<file path="src/hdl/eirq_cfg.svh">
// offsets, field positions, reset values and timing counts of the irq block
`ifndef EIRQ_CFG_SVH
`define EIRQ_CFG_SVH

`define EIRQ_OFF_STATUS      8'h24
`define EIRQ_OFF_ENABLE      8'h28
`define EIRQ_BIT_DONE        0
`define EIRQ_BIT_ERR         1
`define EIRQ_BIT_PORT        2
`define EIRQ_BIT_ROLL        3
`define EIRQ_BIT_HSE         4
`define EIRQ_BIT_IAA         5
`define EIRQ_NUM_SRC         6
`define EIRQ_ENABLE_RST      6'h00
`define EIRQ_STATUS_RST      6'h00
`define EIRQ_ENABLE_WMASK    32'h0000_003F
`define EIRQ_STATUS_W1C_MASK 6'h1F
`define EIRQ_THRESH_MASK     6'h23
`define EIRQ_FIDX_BIT_1024   13
`define EIRQ_FIDX_BIT_512    12
`define EIRQ_FIDX_BIT_256    11
`define EIRQ_UFRAME_NS       125000
`define EIRQ_CLK_NS          10
`define EIRQ_UFRAME_CYC      (`EIRQ_UFRAME_NS / `EIRQ_CLK_NS)
`define EIRQ_THRESH_UFRAMES  8

`endif

</file>
<file path="src/hdl/eirq_pkg.sv">
// types shared by the irq status and enable block
package eirq_pkg;

  typedef enum logic [1:0] {
    EIRQ_FLS_1024 = 2'b00,
    EIRQ_FLS_512  = 2'b01,
    EIRQ_FLS_256  = 2'b10,
    EIRQ_FLS_RSVD = 2'b11
  } eirq_fls_t;

  typedef struct packed {
    logic host_error;
    logic port_change;
    logic xfer_error;
    logic xfer_retire_ioc;
    logic short_packet;
    logic async_advance;
  } eirq_evt_t;

  typedef struct packed {
    logic        wr;
    logic        rd;
    logic [7:0]  addr;
    logic [31:0] wdata;
  } eirq_bus_t;

endpackage : eirq_pkg

</file>
<file path="src/hdl/eirq_rollover.sv">
// frame list rollover detector: watches the index bit chosen by list size
`timescale 1ns/1ps
`include "eirq_cfg.svh"
module eirq_rollover
#(
  parameter int IDX_W = 14
)
(
  input  wire logic              clk,
  input  wire logic              rst_n,
  input  wire logic [IDX_W-1:0]  frame_index,
  input  eirq_pkg::eirq_fls_t    frame_list_size,
  output logic                   rollover
);

  if (IDX_W <= `EIRQ_FIDX_BIT_1024)
  begin : g_bad_width
    $error("eirq_rollover: frame index too narrow");
  end

  typedef struct packed {
    logic [2:0] prev;
    logic       roll;
  } eirq_roll_st_t;

  eirq_roll_st_t st_q;
  eirq_roll_st_t st_d;
  logic [2:0]    taps;

  // taps hold the index bits of the 1024, 512 and 256 entry lists
  function automatic logic pick
  (
    input logic [2:0]          b,
    input eirq_pkg::eirq_fls_t s
  );
    case (s)
      eirq_pkg::EIRQ_FLS_512: pick = b[1];
      eirq_pkg::EIRQ_FLS_256: pick = b[0];
      default:                pick = b[2];
    endcase
  endfunction : pick

  always_comb
  begin
    taps      = {frame_index[`EIRQ_FIDX_BIT_1024],
                 frame_index[`EIRQ_FIDX_BIT_512],
                 frame_index[`EIRQ_FIDX_BIT_256]};
    st_d.prev = taps;
    // same bit old and new, so a list size change is not taken as a wrap
    st_d.roll = pick(taps, frame_list_size)
              ^ pick(st_q.prev, frame_list_size); // [RULE3] [RULE4]
  end

  always_ff @(posedge clk or negedge rst_n)
  begin
    if (!rst_n)
      st_q <= '0;
    else
      st_q <= st_d;
  end

  assign rollover = st_q.roll;

endmodule : eirq_rollover

</file>
<file path="src/hdl/eirq_top.sv">
// irq status flags, enable register and threshold-timed host interrupt
// Notes on behaviour
// [RULE1] host bus parity, master or target abort sets system error flag
// [RULE2] system error clears run_stop so no more descriptors execute
// [RULE3] frame index wrap to zero sets rollover flag
// [RULE4] wrap point follows list size: bit 13 for 1024, bit 12 for 512
// [RULE5] owned port change or resume after J-K sets port change flag
// [RULE6] on D3-to-D0, port change flag loads OR of port change bits
// [RULE7] transaction error such as counter underflow sets error flag
// [RULE8] error on descriptor with completion irq sets both flags
// [RULE9] retiring descriptor with completion irq sets done flag
// [RULE10] short packet also sets done flag
// [RULE11] interrupt only while flag active and its enable set
// [RULE12] flags set and readable even with enables clear
// [RULE13] async advance, error and done irqs wait for the threshold
// [RULE14] system error, rollover and port change irqs are immediate
// [RULE15] software clears flag to acknowledge; request then stops
// [RULE16] software writes reserved enable bits as zero
// [RULE17] writing one clears a flag, zero leaves it
// [RULE18] doorbell then next async advance sets async advance flag
// [RULE19] host irq is OR of qualified enabled pending sources
`timescale 1ns/1ps
`include "eirq_cfg.svh"
module eirq_top
#(
  parameter int IDX_W          = 14,
  parameter int UFRAME_CYC     = `EIRQ_UFRAME_CYC,
  parameter int THRESH_UFRAMES = `EIRQ_THRESH_UFRAMES
)
(
  input  wire logic                 REF_CLK,
  input  wire logic                 NRST,
  input  eirq_pkg::eirq_bus_t       REG_BUS,
  output logic [31:0]               REG_RDATA,
  input  eirq_pkg::eirq_evt_t       EVENTS,
  input  wire logic [IDX_W-1:0]     FRAME_INDEX,
  input  eirq_pkg::eirq_fls_t       FRAME_LIST_SIZE,
  input  wire logic                 DOORBELL_RING,
  input  wire logic                 D3_TO_D0,
  input  wire logic                 PORT_CHANGE_ANY,
  output logic                      RUN_STOP_CLEAR,
  output logic                      HOST_IRQ
);

  // th_cnt is seven bits wide; the check allows at most 64 microframes per threshold
  if (UFRAME_CYC < 1 || THRESH_UFRAMES < 1 || THRESH_UFRAMES > 64)
  begin : g_bad_param
    $error("eirq_top: bad threshold parameters");
  end

  localparam int UF_W = $clog2(UFRAME_CYC + 1);

  typedef struct packed {
    logic [`EIRQ_NUM_SRC-1:0] status;
    logic [`EIRQ_NUM_SRC-1:0] enable;
    logic                     iaa_armed;
    logic [UF_W-1:0]          uf_cnt;
    logic [6:0]               th_cnt;
    logic                     th_tick;
    logic [31:0]              rdata;
    logic                     rs_clear;
    logic                     irq;
  } eirq_st_t;

  eirq_st_t                 st_q;
  eirq_st_t                 st_d;
  logic                     roll_evt;
  logic [`EIRQ_NUM_SRC-1:0] set_vec;
  logic [`EIRQ_NUM_SRC-1:0] clr_vec;
  logic [`EIRQ_NUM_SRC-1:0] pend;
  logic                     wr_stat;
  logic                     wr_en;

  function automatic logic hit(input logic [7:0] a, input logic [7:0] off);
    hit = (a == off);
  endfunction : hit

  eirq_rollover #(
    .IDX_W (IDX_W)
  ) u_roll (
    .clk             (REF_CLK),
    .rst_n           (NRST),
    .frame_index     (FRAME_INDEX),
    .frame_list_size (FRAME_LIST_SIZE),
    .rollover        (roll_evt)
  );

  always_comb
  begin
    st_d    = st_q;
    wr_stat = REG_BUS.wr && hit(REG_BUS.addr, `EIRQ_OFF_STATUS);
    wr_en   = REG_BUS.wr && hit(REG_BUS.addr, `EIRQ_OFF_ENABLE);

    set_vec = '0;
    set_vec[`EIRQ_BIT_HSE]  = EVENTS.host_error;                 // [RULE1]
    set_vec[`EIRQ_BIT_ROLL] = roll_evt;                          // [RULE3]
    set_vec[`EIRQ_BIT_PORT] = EVENTS.port_change;                // [RULE5]
    set_vec[`EIRQ_BIT_ERR]  = EVENTS.xfer_error;                 // [RULE7]
    // error and completion can share one descriptor: both bits set
    set_vec[`EIRQ_BIT_DONE] = EVENTS.xfer_retire_ioc  // [RULE8] [RULE9]
                            | EVENTS.short_packet;               // [RULE10]
    // advance only counts once the doorbell has been rung
    set_vec[`EIRQ_BIT_IAA]  = st_q.iaa_armed
                            & EVENTS.async_advance;              // [RULE18]

    if (DOORBELL_RING)
      st_d.iaa_armed = 1'b1;
    else if (set_vec[`EIRQ_BIT_IAA])
      st_d.iaa_armed = 1'b0;

    clr_vec = '0;
    if (wr_stat)
      clr_vec = REG_BUS.wdata[`EIRQ_NUM_SRC-1:0];                // [RULE17]

    // set wins over a same-cycle clear so no event is lost
    st_d.status = (st_q.status & ~clr_vec) | set_vec; // [RULE15] [RULE12]
    // power-up restore of the port change flag
    if (D3_TO_D0)
      st_d.status[`EIRQ_BIT_PORT] = PORT_CHANGE_ANY
                                  | set_vec[`EIRQ_BIT_PORT];     // [RULE6]

    if (wr_en)
      st_d.enable = REG_BUS.wdata[`EIRQ_NUM_SRC-1:0];            // [RULE16]

    // threshold timer in microframes; a tick lasts one cycle
    st_d.th_tick = 1'b0;
    if (st_q.uf_cnt == UF_W'(UFRAME_CYC - 1))
    begin
      st_d.uf_cnt = '0;
      if (st_q.th_cnt == 7'(THRESH_UFRAMES - 1))
      begin
        st_d.th_cnt  = '0;
        st_d.th_tick = 1'b1;
      end
      else
        st_d.th_cnt = st_q.th_cnt + 7'd1;
    end
    else
      st_d.uf_cnt = st_q.uf_cnt + UF_W'(1);

    pend = st_q.status & st_q.enable;                            // [RULE11]
    // immediate sources follow pend; threshold ones latch on the tick
    if (|(pend & ~`EIRQ_THRESH_MASK))                            // [RULE14]
      st_d.irq = 1'b1;
    else if (st_q.th_tick && |(pend & `EIRQ_THRESH_MASK))        // [RULE13]
      st_d.irq = 1'b1;
    else if (st_q.irq && |(pend & `EIRQ_THRESH_MASK))
      st_d.irq = 1'b1;
    else
      st_d.irq = 1'b0;                                           // [RULE19]

    st_d.rs_clear = EVENTS.host_error;                           // [RULE2]

    st_d.rdata = '0;
    if (REG_BUS.rd && hit(REG_BUS.addr, `EIRQ_OFF_STATUS))
      st_d.rdata[`EIRQ_NUM_SRC-1:0] = st_q.status;
    else if (REG_BUS.rd && hit(REG_BUS.addr, `EIRQ_OFF_ENABLE))
      st_d.rdata[`EIRQ_NUM_SRC-1:0] = st_q.enable;
  end

  always_ff @(posedge REF_CLK or negedge NRST)
  begin
    if (!NRST)
    begin
      st_q        <= '0;
      st_q.status <= `EIRQ_STATUS_RST;
      st_q.enable <= `EIRQ_ENABLE_RST;
    end
    else
      st_q <= st_d;
  end

  assign REG_RDATA      = st_q.rdata;
  assign RUN_STOP_CLEAR = st_q.rs_clear;
  assign HOST_IRQ       = st_q.irq;

endmodule : eirq_top

</file>
<file path="config.mk">
export PLATFORM = sky130hd
export DESIGN_NAME = eirq_top
export DESIGN_NICKNAME = d
export VERILOG_FILES = /design/src/hdl/eirq_pkg.sv /design/src/hdl/eirq_rollover.sv /design/src/hdl/eirq_top.sv
export VERILOG_INCLUDE_DIRS = /design/src /design/src/hdl
export SDC_FILE = /design/constraint.sdc
export NUM_CORES = 1
export LEC_CHECK = 0
export BUFFER_PORTS_ARGS = -buffer_cell sky130_fd_sc_hd__buf_2
export CELL_PAD_IN_SITES_DETAIL_PLACEMENT = 1
export CELL_PAD_IN_SITES_GLOBAL_PLACEMENT = 1
export CORE_MARGIN = 2
export CORE_UTILIZATION = 36
export DETAILED_ROUTE_END_ITERATION = 8
export PLACE_DENSITY = 0.89
export SYNTH_ARGS = -nofsm -noshare
export SYNTH_HDL_FRONTEND = slang
export SYNTH_HIERARCHICAL = 1
export SYNTH_SLANG_ARGS = --single-unit
</file>
<file path="constraint.sdc">
create_clock -name REF_CLK -period 2.68 [get_ports REF_CLK]
set_clock_uncertainty 0.15 [all_clocks]
set_input_delay 0.268 -clock REF_CLK [delete_from_list [all_inputs] [get_ports REF_CLK]]
set_output_delay 0.268 -clock REF_CLK [all_outputs]
set_load 0.01 [all_outputs]
</file>
* Yosys cells after proc, flatten, opt, wreduce, memory -nomap -nowiden
Cells that the tools add are included.
** Cells by class
- Reductions and logical operators :: 9
- $add $sub $neg :: 2
- Muxes and demuxes :: 15
- Equality and inequality tests :: 6
- Bitwise operators :: 8
** Operators with widths (number)
- $mux 6 :: 3
- $eq 8x6->1 const B :: 2
- $add 14x1->14 const B :: 1
- $eq 14x14->1 const B :: 1
- $mux 14 :: 1
- $and 6x6->6 :: 2
- $mux 1 :: 8
- $add 7x1->7 const B :: 1
- $eq 7x3->1 const B :: 1
- $mux 7 :: 1
- $logic_and 1x1->1 :: 6
- $not 6->6 :: 1
- $or 6x6->6 :: 1
- $reduce_or 3->1 :: 2
- $pmux 1 s2 :: 2
- $eq 2x1->1 const B :: 1
- $eq 2x2->1 const B :: 1
- $or 1x1->1 :: 2
- $reduce_bool 2->1 :: 1
- $and 1x1->1 :: 1
- $xor 1x1->1 :: 1
** Storage, ports and cells
- Logic and storage cells :: 51
- Input bits :: 69
- Output and inout port bits :: 34
- Bits in registers :: 47

* Longest topological paths before layout
- Word-level depth :: 7
- Mapped depth :: 6
- Mapped depth without buffers :: 5

* By module
Netlist, hierarchy kept.
** By module, submodules not included
- eirq_top :: area an instance 2184.6 um^2, cells an instance 196, instances 1, seq. area each 1076.0 um^2
- eirq_rollover :: area an instance 211.5 um^2, cells an instance 19, instances 1, seq. area each 100.1 um^2

* Worst setup path after synthesis
No wires, ideal clock.
- Path type :: reg-to-reg
- Start :: reg st_q[47] (netlist bit)
- End :: reg st_q[39] (netlist bit)
- Path buffers :: 0
- Period minus slack after synthesis :: 1.938 ns
- Library setup time :: 0.124 ns
- Required time :: 2.406 ns
- Slack :: 0.742 ns
- Stages on the path, launching flop included :: 5
- Arrival :: 1.663 ns
- Cell sequence :: dfrtp_1 > or4b_4 > nor4_4 > nand4_1 > xnor2_1
** Between the ends
- Word-level cells in the longest chain between the ends :: 1
** RTL lines
- start: declaration :: line eirq_top.sv:65 : eirq_st_t st_q;
- start signal: assignment :: line eirq_top.sv:170 : st_q <= st_d;
- $eq 14x14->1 :: line eirq_top.sv:127 : if (st_q.uf_cnt == UF_W'(UFRAME_CYC - 1))
No other way between the ends.
A chain may end at the register's enable or synchronous reset.

* Worst setup path in the final report
- Start :: reg st_q[45] (netlist bit)
- End :: reg st_q[40] (netlist bit)
Same word-level chain as after synthesis.

==> results.yml <==
synth:
  ys_seq_area_frac: 0.4909
  yosysMostFrequentCell: "dfrtp_1"
  ys_types: 47
  synth_top_area_share: 0.4909
  synth_warnings: 6
  synth_edf_count: 0
  synthArstFlopShare: 1.000
  synth_cells: 215
  synth-seq-cells: 47
  synth-main-ff-cell: "dfrtp_1"
  yosysTopAreaCell: "dfrtp_1"
  yosys-top-cells-area: "dfrtp_1 (49%), buf_4 (10%), xnor2_1 (3.3%), mux2_2 (2.8%), a22o_1 (2.6%)"
  synthesis.area_um2: 2396
  synthTopCellsByCount: "dfrtp_1 (47), buf_4 (32), nand2_1 (16)"
  avgSynthCellArea_um2: 11.14
power_and_ir_drop:
  combPwrFrac: 0.084
  swShare: 0.2307
  p_per_area_nw_per_um2: 457.8
  vdd_drop_max_uv: 216.8
  p_int_mw: 0.9394
  leakage_nw: 1.269
  p_sw_mw: 0.2818
  p_seq_frac: 0.600
  clkPwrFrac: 0.316
min_path:
  hold_path_startpoint: "EVENTS[3]"
  hold_end: "st_q[64]"
  min_path_type: "in -> reg"
  hold-path-cell-count: 2
clocking:
  cts_buffers: 5
  clock_insertion_delay_worst_skew_ps: 290
  cts.path.max_buffers: 2
  post_cts_buffers: 0
  ctsHtreeMaxLevel: 2
  path_clk_slew_ps: 80
  cts-resized-gates: 0
  cts_tree: "yes"
  cts.sinks: 47
  cts_root_buf: "clkbuf_8"
drt:
  antenna_left: 0
  drt-pass1-iter-count: 4
  wl_um: 4932
  drc: 0
  wl_per_cell_um: 14.68
  routed_via_density: 4.932
  initialDrtViolationCount: 57
  vias: 1657
timing:
  timing.final.ws_setup_ps: 510.8
  rsz0062_at_grt: "false"
  finalSetupViolations: 0
  finalCritPeriodShare: 0.8094
  timing_hold_violations_final: 0
  clock.fmax_ghz: 0.4610
  drv_slew: 0
  holdWs_ps: 13.52
  setup_tns_ps: 0
  period_minus_slack_ps: 2169
global_routing:
  grt_pass1_wl_um: 8362
  grt_max_degree: 32
  antenna_found_initial: 0
  gr-total-overflow: 0
  first_global_vias: 1763
  track_usage: 0.1439
outcome:
  status: "finished, final reports clean"
floorplan:
  row_count: 29
  start_util: 0.3752
  die_area_um2: 7324
  die_x_um: 85.58
  fp.dieH_um: 85.58
  core_area_um2: 6386
  io_pins: 103
setup_path:
  crit_chain: "or4b_4 -> nor4_4 -> buf_4 -> a21boi_0 -> o22ai_1"
  max_stage_delay_ps: 570
  r2r_cells: 5
  critPathRequiredTime_ps: 2710
  crit_slowest_cell: "or4b_4"
  crit_arrival_ps: 2200
  reg2reg_slack_ps: 510
  path_max_fanout: 17
  end_kind: "flop"
  worst-path-buf-inv: 1
  start_kind: "flop"
  timing.rr.start: "st_q[45]"
  cpLargestDelayFamily: "simple AND/OR/NAND/NOR gates"
  rr_endpoint: "st_q[40]"
  startpoint: "st_q[45]"
  crit_type: "reg -> reg"
place:
  postPlaceCellArea_um2: 2545
  finalWeightedCongestion: 0.7901
  place_hpwl_um: 3857
  place_ws_ps: 513.9
  io_buffers: 39
cells_and_area:
  utilization: 0.4177
  synthToLayoutAreaGrowth_pct: 11.33
  finalInstanceArea_um2: 2668
  finalNetCount: 333
  diodes: 0
  drive_above_1_share: 0.2471
job:
  maxCapViolations: 0
cell type report:
class                   instances  area [um^2]
well taps                      77        96.34
repair buffers                 46        260.3
multi-input cells             149         1021
inverters                      11        41.29
clock buffers                   6        72.57
flip-flops and latches         47         1176
fillers                       745         3719
repair_timing:
action / CTS / global route
endpoints found under the setup margin: 0 / 0
endpoints found under the hold margin: 20 / 0
hold buffers: 5 / 0
registers in the layout, indices dropped and copies added, names as in the netlist:
register,cells
RUN_STOP_CLEAR,1
REG_RDATA,6
HOST_IRQ,1
u_roll/st_q,3
u_roll/rollover,1
st_q,35
metrics by stage:
| stage | instances | power, mW |
|---|---|---|
| detailed placement | 325 | 0.8455 |
| CTS | 336 | 1.237 |
| floorplan | 240 | 0.8184 |
| global placement | 325 | 0.8386 |
| global route | 336 | 1.285 |
| finish | 336 | 1.221 |
placed cells by master (no fill, tap or decap), types with 3 or more instances in the layout:
cell | netlist | final
xnor2_1 | 9 | 9
conb_1 | 1 | 26
mux2i_1 | 3 | 3
xor2_1 | 7 | 7
a22o_1 | 7 | 7
dfrtp_1 | 47 | 47
dlygate4sd3_1 | 0 | 5
nand4_1 | 7 | 7
mux2_2 | 6 | 6
clkbuf_8 | 0 | 5
buf_2 | 0 | 39
a21oi_1 | 4 | 4
a21o_1 | 4 | 4
inv_1 | 11 | 11
ha_1 | 4 | 4
nor2_1 | 12 | 12
nand3_1 | 4 | 4
nor3_1 | 3 | 3
nand2_1 | 16 | 16
power by group through the flow:
stage                     logic, mW  clock network [mW]  registers [mW]
after global placement       0.0940                   0           0.745
after CTS                     0.105               0.399           0.733
final                         0.103               0.386           0.732
after global routing          0.117               0.432           0.735
after detailed placement     0.0986                   0           0.747
after floorplan              0.0738                   0           0.745
kinds of logic after synthesis:
| group | after synthesis | share of synthesized area |
|---|---|---|
| simple gates | 66 | 0.1755 |
| flops | 47 | 0.4909 |
| buf+inv | 44 | 0.1222 |
| compound gates | 28 | 0.08983 |
| xor+xnor | 16 | 0.05849 |
| mux | 9 | 0.04073 |
| fa+ha+maj | 4 | 0.02089 |
| other cells | 1 | 0.001565 |
worst max-delay path by stage:
| stage | endpoint | cells past startpoint |
|---|---|---|
| after floorplan | st_q[39] | 4 |
| after global placement | st_q[39] | 5 |
| after detailed placement | st_q[40] | 5 |
| after CTS | st_q[40] | 5 |
| after global routing | st_q[40] | 5 |
| final | st_q[40] | 5 |
per-layer routing:
layer	up-vias	track usage	share of wire
li1	783	-	-
met5	-	0	0
met3	6	0.03561	0.049
met4	0	0.03896	0.012
met2	46	0.2550	0.54
met1	822	0.1744	0.40
Note: power is estimated with default switching activity, not from simulation.
